File: config.mk
export PLATFORM = sky130hd
export DESIGN_NAME = led_fault_ctrl
export DESIGN_NICKNAME = d
export VERILOG_FILES = /design/src/hdl/string_monitor.v /design/src/hdl/led_fault_ctrl.v
export VERILOG_INCLUDE_DIRS = /design/src /design/src/hdl
export SDC_FILE = /design/constraint.sdc
export NUM_CORES = 1
export LEC_CHECK = 0
export ABC_AREA = 0
export BUFFER_PORTS_ARGS = -buffer_cell sky130_fd_sc_hd__buf_2
export CAP_MARGIN = 0
export CORE_ASPECT_RATIO = 2
export CORE_MARGIN = 1.5
export CORE_UTILIZATION = 61
export DETAILED_ROUTE_END_ITERATION = 12
export PLACE_DENSITY = 0.85
export SLEW_MARGIN = 0
export SYNTH_ARGS = -nofsm -noshare
export SYNTH_HDL_FRONTEND = slang
export SYNTH_SLANG_ARGS = --single-unit
File: constraint.sdc
create_clock -name core_clk -period 7.1 [get_ports core_clk]
set_input_delay 2.13 -clock core_clk [delete_from_list [all_inputs] [get_ports core_clk]]
set_output_delay 2.13 -clock core_clk [all_outputs]
set_load 0.1 [all_outputs]
File: src/hdl/fault_ctrl_regs.vh
// Register map, field positions and timing constants of the fault logic
`ifndef FAULT_CTRL_REGS_VH
`define FAULT_CTRL_REGS_VH
// Byte offsets
`define REG_CTRL 12'h000
`define REG_STATUS 12'h004
`define REG_IRQ_STAT 12'h008
`define REG_IRQ_MASK 12'h00C
`define REG_STRING_OFF 12'h010
// Control fields
`define CTRL_SHUTDOWN_ALL 0
`define CTRL_STRING_EN_LO 8
`define CTRL_RESET 32'h0000_3F00
// Status fields
`define ST_FAULT_OUT 0
`define ST_EXT_LOW 1
`define ST_BOOST_ON 2
`define ST_LATCHED 3
`define ST_STR_LO 8
// Interrupt bits
`define IRQ_PS_DETECT 0
`define IRQ_FAULT_REL 1
`define IRQ_EXT_LOW 2
`define IRQ_WIDTH 3
// Timing
`define DETECT_TIME_NS 2000
`define CLK_PERIOD_NS 40
`define RESET_HOLD_US 16000
`endif

File: src/hdl/string_monitor.v
// Partial-short detection and retry state for one LED string
`timescale 1ns/1ps
`default_nettype none
module string_monitor #(
  parameter DETECT_CYCLES = 50,
  parameter CW = 8
) (
  // Clock and reset
  input wire core_clk,
  input wire rstn,
  // Control
  input wire enable,
  input wire pwmRise,
  input wire pwmHigh,
  input wire overThreshold,
  input wire otherInReg,
  // Results
  output reg disabled,
  output reg faultHold,
  output reg detectPulse
);
  localparam ST_OK = 2'd0;
  localparam ST_OFF = 2'd1;
  localparam ST_PASS1 = 2'd2;

  reg [1:0] state;
  reg [CW-1:0] count;
  reg retryFailed;
  wire cond;

  // Condition only evaluated while PWM is high
  assign cond = pwmHigh && overThreshold && otherInReg;

  always @(posedge core_clk) begin
    if (!rstn || !enable) begin
      state <= ST_OK;
      count <= {CW{1'b0}};
      disabled <= 1'b0;
      faultHold <= 1'b0;
      detectPulse <= 1'b0;
      retryFailed <= 1'b0;
    end else begin
      detectPulse <= 1'b0;
      if (!cond || pwmRise)
        count <= {CW{1'b0}};
      else if (count != DETECT_CYCLES[CW-1:0])
        count <= count + {{(CW-1){1'b0}}, 1'b1};
      case (state)
        ST_OK: begin
          if (cond && count == DETECT_CYCLES[CW-1:0] - 1'b1) begin
            state <= ST_OFF;
            disabled <= 1'b1;
            faultHold <= 1'b1;
            detectPulse <= 1'b1;
          end
        end
        ST_OFF: begin
          if (pwmRise) begin
            // Retry: sink comes back and is judged again
            disabled <= 1'b0;
            retryFailed <= 1'b0;
          end else if (!disabled && cond &&
              count == DETECT_CYCLES[CW-1:0] - 1'b1) begin
            disabled <= 1'b1;
            retryFailed <= 1'b1;
          end else if (!disabled && !pwmHigh && !retryFailed) begin
            // Whole high phase passed: string stays on, flag held
            state <= ST_PASS1;
          end
        end
        ST_PASS1: begin
          if (cond && count == DETECT_CYCLES[CW-1:0] - 1'b1) begin
            state <= ST_OFF;
            disabled <= 1'b1;
            retryFailed <= 1'b1;
          end else if (pwmRise) begin
            state <= ST_OK;
            faultHold <= 1'b0;
          end
        end
        default: state <= ST_OK;
      endcase
    end
  end
endmodule
`default_nettype wire

File: src/hdl/led_fault_ctrl.v
// Fault-line handling and partial-short supervision with APB registers
//
// Functional notes
// - Isolate-string option ignores any external level on the fault line.
// - Shutdown-all option both drives and senses the fault line.
// - External low in shutdown-all stops boost and sinks, disconnect stays on.
// - Restart only when external low gone and no local fault latched.
// - Partial short during PWM low causes nothing until next PWM high.
// - Short: pin above threshold while another string's sink regulates.
// - After detection time, disable string and pull fault line low.
// - Isolate option: healthy strings keep sinking current when another is disabled.
// - Isolate option: each later PWM high retries the string; fault line stays low.
// - Isolate option: first PWM high after removal re-enables string, flag kept low.
// - Isolate option: fault line released at second PWM high after removal.
// - Isolate option needs another LED pin below regulation level.
`timescale 1ns/1ps
`default_nettype none
`include "fault_ctrl_regs.vh"
module led_fault_ctrl #(
  parameter NUM_STR = 6,
  parameter RESET_HOLD_CYCLES = (`RESET_HOLD_US * 1000) / `CLK_PERIOD_NS
) (
  // Clock and reset
  input wire core_clk,
  input wire rstn,
  // APB slave
  input wire psel,
  input wire penable,
  input wire pwrite,
  input wire [11:0] paddr,
  input wire [31:0] pwdata,
  output wire pready,
  output wire pslverr,
  output reg [31:0] prdata,
  // Dimming and enable inputs
  input wire pwmIn,
  input wire enIn,
  // Analog comparator results per string
  input wire [NUM_STR-1:0] overThreshold,
  input wire [NUM_STR-1:0] sinkInReg,
  input wire [NUM_STR-1:0] belowRegLevel,
  // Latching internal fault from elsewhere in the device
  input wire localLatchFault,
  // Open-drain fault line
  input wire faultIn,
  output wire faultOut,
  output wire faultOe,
  // Power stage controls
  output reg boostEnable,
  output reg disconnectOn,
  output reg [NUM_STR-1:0] sinkEnable,
  // Interrupt
  output wire irq
);
  localparam DETECT_CYCLES =
    (`DETECT_TIME_NS + `CLK_PERIOD_NS - 1) / `CLK_PERIOD_NS;
  localparam HOLD_W = 20;

  function [NUM_STR-1:0] othersAny;
    input [NUM_STR-1:0] v;
    input integer idx;
    reg [NUM_STR-1:0] m;
    begin
      m = v;
      m[idx] = 1'b0;
      othersAny = m;
    end
  endfunction

  ////////////////////////////////////////////////////////////////////
  // Registers
  reg [31:0] ctrl;
  reg [`IRQ_WIDTH-1:0] irqStat;
  reg [`IRQ_WIDTH-1:0] irqMask;
  reg pwmDly;
  reg latched;
  reg [HOLD_W-1:0] holdCnt;
  reg extLowDly;
  reg faultDriveDly;

  wire shutdownAll = ctrl[`CTRL_SHUTDOWN_ALL];
  wire [NUM_STR-1:0] strEn = ctrl[`CTRL_STRING_EN_LO +: NUM_STR];
  wire pwmRise = pwmIn && !pwmDly;
  wire [NUM_STR-1:0] disabled;
  wire [NUM_STR-1:0] faultHold;
  wire [NUM_STR-1:0] detect;
  wire anyHold = |faultHold;
  wire faultDrive = anyHold || latched;
  // Own drive excluded, but faultOe lags faultDrive a cycle, so the device trips on its own low in the cycle after release
  wire extLow = shutdownAll && !faultIn && !faultDrive;
  wire apbWr = psel && penable && pwrite;

  ////////////////////////////////////////////////////////////////////
  // Per-string monitors
  genvar g;
  generate
    for (g = 0; g < NUM_STR; g = g + 1) begin : gStr
      wire otherOk;
      // Isolate option also demands another pin below regulation level
      assign otherOk = (|othersAny(sinkInReg, g)) &&
        (shutdownAll || (|othersAny(belowRegLevel, g)));
      string_monitor #(
        .DETECT_CYCLES(DETECT_CYCLES),
        .CW(8)
      ) uMon (
        .core_clk(core_clk),
        .rstn(rstn),
        .enable(strEn[g]),
        .pwmRise(pwmRise),
        .pwmHigh(pwmIn),
        .overThreshold(overThreshold[g]),
        .otherInReg(otherOk),
        .disabled(disabled[g]),
        .faultHold(faultHold[g]),
        .detectPulse(detect[g])
      );
    end
  endgenerate

  ////////////////////////////////////////////////////////////////////
  // Latch of local faults and its reset by a long low on enable or PWM
  always @(posedge core_clk) begin
    if (!rstn) begin
      pwmDly <= 1'b0;
      latched <= 1'b0;
      holdCnt <= {HOLD_W{1'b0}};
      extLowDly <= 1'b0;
      faultDriveDly <= 1'b0;
    end else begin
      pwmDly <= pwmIn;
      extLowDly <= extLow;
      faultDriveDly <= faultDrive;
      if (enIn && pwmIn)
        holdCnt <= {HOLD_W{1'b0}};
      else if (holdCnt != RESET_HOLD_CYCLES[HOLD_W-1:0])
        holdCnt <= holdCnt + {{(HOLD_W-1){1'b0}}, 1'b1};
      // A new fault wins over the timed clear
      if (localLatchFault || (shutdownAll && |detect))
        latched <= 1'b1;
      else if (holdCnt == RESET_HOLD_CYCLES[HOLD_W-1:0])
        latched <= 1'b0;
    end
  end

  ////////////////////////////////////////////////////////////////////
  // Power stage outputs
  always @(posedge core_clk) begin
    if (!rstn) begin
      boostEnable <= 1'b0;
      disconnectOn <= 1'b0;
      sinkEnable <= {NUM_STR{1'b0}};
    end else begin
      disconnectOn <= 1'b1;
      // External low acts at once; local latch blocks restart
      if (extLow || latched) begin
        boostEnable <= 1'b0;
        sinkEnable <= {NUM_STR{1'b0}};
      end else begin
        boostEnable <= 1'b1;
        sinkEnable <= strEn & ~disabled;
      end
    end
  end

  // Output enable low while pulling the line low
  assign faultOut = 1'b0;
  assign faultOe = !faultDriveDly;

  ////////////////////////////////////////////////////////////////////
  // Interrupts
  wire [`IRQ_WIDTH-1:0] irqSet = {extLow && !extLowDly,
    faultDriveDly && !faultDrive, |detect};
  always @(posedge core_clk) begin
    if (!rstn) begin
      irqStat <= {`IRQ_WIDTH{1'b0}};
    end else begin
      if (apbWr && paddr == `REG_IRQ_STAT)
        irqStat <= (irqStat & ~pwdata[`IRQ_WIDTH-1:0]) | irqSet;
      else
        irqStat <= irqStat | irqSet;
    end
  end
  assign irq = |(irqStat & irqMask);

  ////////////////////////////////////////////////////////////////////
  // APB slave, zero wait states
  assign pready = 1'b1;
  assign pslverr = 1'b0;
  always @(posedge core_clk) begin
    if (!rstn) begin
      ctrl <= `CTRL_RESET;
      irqMask <= {`IRQ_WIDTH{1'b0}};
    end else if (apbWr) begin
      case (paddr)
        `REG_CTRL: ctrl <= pwdata;
        `REG_IRQ_MASK: irqMask <= pwdata[`IRQ_WIDTH-1:0];
        default: ;
      endcase
    end
  end

  always @* begin
    prdata = 32'h0000_0000;
    case (paddr)
      `REG_CTRL: prdata = ctrl;
      `REG_STATUS: begin
        prdata[`ST_FAULT_OUT] = faultDriveDly;
        prdata[`ST_EXT_LOW] = extLow;
        prdata[`ST_BOOST_ON] = boostEnable;
        prdata[`ST_LATCHED] = latched;
        prdata[`ST_STR_LO +: NUM_STR] = sinkEnable;
      end
      `REG_IRQ_STAT: prdata[`IRQ_WIDTH-1:0] = irqStat;
      `REG_IRQ_MASK: prdata[`IRQ_WIDTH-1:0] = irqMask;
      `REG_STRING_OFF: prdata[NUM_STR-1:0] = disabled;
      default: prdata = 32'h0000_0000;
    endcase
  end
endmodule
`default_nettype wire

* Word-level counts from Yosys, hierarchy flattened *
Cells that the tools add are included.

word-level totals
  register bits after elaboration = 154
  input bits = 71
  output and inout bits = 45
  logic and storage cells = 452

cells by class
  add/subtract/negate cells = 7
  eq/ne operators = 90
  muxes and demuxes = 97
  bitwise operators = 14
  reductions and logical operators = 197

operator list
  operator                                                           count
  2-bit two-way mux                                                  32
  5-bit OR reduction                                                 12
  1-bit logical AND                                                  58
  2-bit by 1-bit != test with 1-bit output, second input constant    25
  8-bit by 1-bit adder with 8-bit output, second input constant      6
  8-bit by 6-bit == test with 1-bit output, second input constant    6
  8-bit by 6-bit != test with 1-bit output, second input constant    6
  2-bit != test, second input constant                               23
  2-bit OR reduction                                                 20
  2-bit nonzero test                                                 19
  1-bit one-hot mux with 2 select lines                              18
  2-bit one-hot mux with 3 select lines                              6
  3-bit AND reduction                                                12
  1-bit two-way mux                                                  35
  1-bit logical NOT                                                  31
  3-bit by 2-bit != test with 1-bit output, second input constant    10
  5-bit AND reduction                                                6
  12-bit by 4-bit == test with 1-bit output, second input constant   2
  4-bit AND reduction                                                6
  1-bit logical OR                                                   21
  20-bit by 1-bit adder with 20-bit output, second input constant    1
  20-bit by 19-bit == test with 1-bit output, second input constant  1
  20-bit by 19-bit != test with 1-bit output, second input constant  1
  18-bit two-way mux                                                 1
  21 further kinds                                                   47

* Logic depth before layout (Yosys ltp) *
  depth after elaboration = 9
  gate-level depth with buffers = 9
  depth with buffers taken out = 7

* Cells and area by module *
A second synthesis with hierarchy kept.

second synthesis, totals
  cells, all modules = 870
  area total of the unflattened synthesis = 7552.2 sq um

by module, submodules not included
  module          instances  cells each  area an instance (sq um)  sequential area each (sq um)
  string_monitor  6          74          679.4                     280.3
  led_fault_ctrl  1          426         3475.8                    1401.3

* Worst setup path before layout *
No wires, ideal clock.

  kind = input to output
  start = input port paddr[7]
  end = output port prdata[1]
  arrival time = 3961 ps
  data required time = 4970 ps
  path slack = 1009 ps
  stages on the path = 4
  buffers on the path = 0
  cell sequence = nor4_1 -> nand3_1 -> nor4_2 -> a221o_1

on the way
  word-level cells in the longest chain between the ends = 2
  elaborated cells between the ends (all ways) = 6

ends and longest elaborated chain
  element                                                            line                  text
  start, declared                                                    led_fault_ctrl.v:30   input wire [11:0] paddr,
  12-bit by 5-bit == test with 1-bit output (tied with other cells)  led_fault_ctrl.v:204  case (paddr)
  3-bit one-hot mux with 5 select lines (*)                          led_fault_ctrl.v:204
  end, declared                                                      led_fault_ctrl.v:34   output reg [31:0] prdata,

Every way passes the cells marked *; elsewhere a longest branch is shown, timed or not.

* Final worst setup path *
  start = input port paddr[6]
  end = output port prdata[3]

on the way
  word-level cells in the longest chain between the ends = 2
  elaborated cells between the ends (all ways) = 4

ends and longest elaborated chain
  element                                                            line
  12-bit by 5-bit == test with 1-bit output (tied with other cells)  led_fault_ctrl.v:204
  1-bit one-hot mux with 3 select lines (*)                          led_fault_ctrl.v:204

Marked as above.

==> impl_metrics.csv <==
group,metric,value,unit
clocking,cts_buffers,17,
finish,drive_above_1_share,17.7,%
finish,nets,1053,
clocking,cts.sinks,154,
floorplanning,initial_core_util,62.4,%
finish,n_antenna_cell,0,
clocking,path_clk_slew,0.07,ns
synthesis,yosysUniqueCellTypes,61,
power,powerDensity,217,nW/um^2
synthesis,ys_seq_elements,154,
grt,track_usage,30.2,%
drt,via_per_inst,5.79,
power,ir_drop,0.254,mV
sta,slew_violations,0,
clocking,cts.htree.levels,4,
critical_path,critPathCaptureType,"primary output",
sta,setup_viol,0,
synthesis,ys_async_sr_fraction,0,%
floorplanning,die_x,80.4,microns
sta,finalCritPeriodShare,89.6,%
floorplanning,rows,56,
floorplanning,coreArea,11700,sq um
sta,tightest_slew,1.16,ns
clocking,post_cts_buffers,0,
min_path,hold_path.class,"reg2reg",
grt,gr-total-overflow,0,
critical_path,worstPathArrival,4.23,ns
finish,fin_cells,1116,
clocking,clockBufferDepth,2,
clocking,cts_hold_buffers,0,
clocking,root_buffer,"clkbuf_16",
drt,drc,0,
synthesis,synth_cells,854,
synthesis,yosysMostFrequentCell,"dfxtp_1",
power,leakagePower,3.27,nW
power,finalPower,1.84,mW
job,cap_violations,0,
grt,grt_max_degree,53,
grt,grt_pass1_vias,6391,
critical_path,startpoint_type,"input port",
floorplanning,die_area,12700,sq um
synthesis,synth.avg_cell_area,8.55,sq um
sta,hold_viol_final,0,
synthesis,yosys-top-cells-count,"154 x dfxtp_1, 110 x nand2_1, 95 x nor2_1, 43 x nand3_1, 37 x xor2_1",
finish,area_delta_synth_final,16.2,%
sta,layout_min_cycle_time,6.36,ns
critical_path,reg2reg_to,"gStr[2].uMon.detectPulse$_SDFF_PP0_",
place,gp_congestion,0.854,
place,dp.cells,1084,
drt,vias,6464,
synthesis,yosysSeqAreaShare,42.2,%
critical_path,worst-setup-path-type,"in2out",
drt,ant_nets,0,
synthesis,netlist.area_leader.share,42.2,%
drt,drtIter0Drc,389,
floorplanning,ioPinCount,116,
floorplanning,die_h,158,microns
grt,grt_pass1_wl,29300,microns
drt,routed_wl,18000,microns
critical_path,cp_max_fo,8,
sta,fmax,0.157,GHz
synthesis,synth_flop_cell,"dfxtp_1",
sta,timing.clock.skew,0.00962,ns
critical_path,ff2ff_path_depth,5,
synthesis,yosysWarnings,0,
synthesis,netlist_area,7300,sq um
grt,antenna_found_initial,0,
clocking,clk-insertion-delay-late,0.43,ns
place,dp_hpwl,13100,microns
sta,rsz0062_at_grt,"false",
critical_path,r2r_slack,4.92,ns
critical_path,crit_start,"paddr[6]",
synthesis,synth_area_leader_cell,"dfxtp_1",
drt,wl_per_cell,16.2,microns
synthesis,synthTopCellsByArea,"dfxtp_1 42%, nand2_1 5.7%, nor2_1 4.9%",
status,status,"finished clean",
drt,dr.pass1.iters,5,
place,io_buffers,112,
critical_path,worst_ep_required_time,4.97,ns
sta,slew_headroom,22.7,%
clocking,cts_tree,"done",
clocking,cts_resized,0,
sta,tns,0,ns
synthesis,synth-edff-count,0,
critical_path,reg2reg_from,"ctrl[0]$_SDFFE_PN0P_",
critical_path,crit_end,"prdata[3]",
[cells in the final DEF, fill, tap and decap left out, drive strengths merged, types with 11 or more instances in the layout]
master / count
nor2: 95
xnor2: 21
ha: 24
a21oi: 29
dfxtp: 154
nor3: 33
xor2: 37
or4: 13
nand2b: 14
nand3: 43
a21boi: 29
buf: 114
or3: 11
inv: 42
nor4: 15
clkbuf: 18
and2: 27
a211oi: 13
nand2: 110
o21ai: 15
nand4: 17
[layer usage]
layer | track usage (%) | vias up | wire (microns)
met5 | 0 | - | 0
met4 | 22.7 | 0 | 1210
met1 | 28.0 | 3017 | 6270
met2 | 54.2 | 211 | 9640
li1 | - | 3164 | -
met3 | 8.53 | 72 | 914
[how the worst min path moves through the flow]
stage,start,end,slack (ns),depth (start not counted)
floorplan,ctrl[14]$_SDFFE_PN0P_,ctrl[14]$_SDFFE_PN0P_,0.43,2
global placement,ctrl[25]$_SDFFE_PN0P_,ctrl[25]$_SDFFE_PN0P_,0.44,2
detailed placement,ctrl[27]$_SDFFE_PN0P_,ctrl[27]$_SDFFE_PN0P_,0.44,2
CTS,ctrl[27]$_SDFFE_PN0P_,ctrl[27]$_SDFFE_PN0P_,0.45,2
global route,ctrl[26]$_SDFFE_PN0P_,ctrl[26]$_SDFFE_PN0P_,0.47,2
finish,ctrl[25]$_SDFFE_PN0P_,ctrl[25]$_SDFFE_PN0P_,0.45,2
[where the power goes]
group	leakage [nW]	switching, mW	internal, mW
combinational	1.75	0.0749	0.0305
clock	0.276	0.392	0.469
sequential	1.24	0.00590	0.870
total	3.27	0.473	1.37
[cell families (layout without fill, tap and decap cells)]
group | count (synthesis) | after routing | share of synthesized area (%)
other cells | 2 | 3 | 0.103
fa+ha+maj | 24 | 24 | 4.11
simple gates | 418 | 418 | 29.3
compound gates | 125 | 125 | 12.3
xor+xnor | 58 | 58 | 6.96
flops | 154 | 154 | 42.2
buf+inv | 63 | 179 | 3.58
mux | 10 | 10 | 1.37
[stage by stage]
| stage | worst slack [ns] | hold slack (ns) | instance area [sq um] | util (%) |
|---|---|---|---|---|
| global route | 0.580 | 0.475 | 8490 | 72.5 |
| global placement | 0.869 | 0.436 | 7920 | 67.7 |
| CTS | 0.772 | 0.454 | 8490 | 72.5 |
| floorplan | 1.01 | 0.430 | 7300 | - |
| detailed placement | 0.777 | 0.444 | 7920 | 67.7 |
| finish | 0.742 | 0.453 | 8490 | 72.5 |
[critical path, cell delays in order]
cell	delay [ns]
buf_2	0.12
nor4_1	0.32
nand3_1	0.29
nor4_2	0.66
a222oi_1	0.19
inv_1	0.09
buf_2	0.42
[state kept, by name (all words and copies together) (netlist names), 3 cells and up]
register               count
ctrl                      32
gStr.uMon.count           48
gStr.uMon.detectPulse      6
gStr.uMon.disabled         6
gStr.uMon.faultHold        6
gStr.uMon.retryFailed      6
gStr.uMon.state           12
holdCnt                   20
irqMask                    3
irqStat                    3
sinkEnable                 6
[cell type report]
cell class              count  area [sq um]
clock inverters            14           124
clock buffers              18           439
flip-flops and latches    154          3080
well taps                 145           181
multi-input cells         638          3960
repair buffers            114           576
fillers                   902          3210
inverters                  33           124
(Power assumes the default switching activity.)
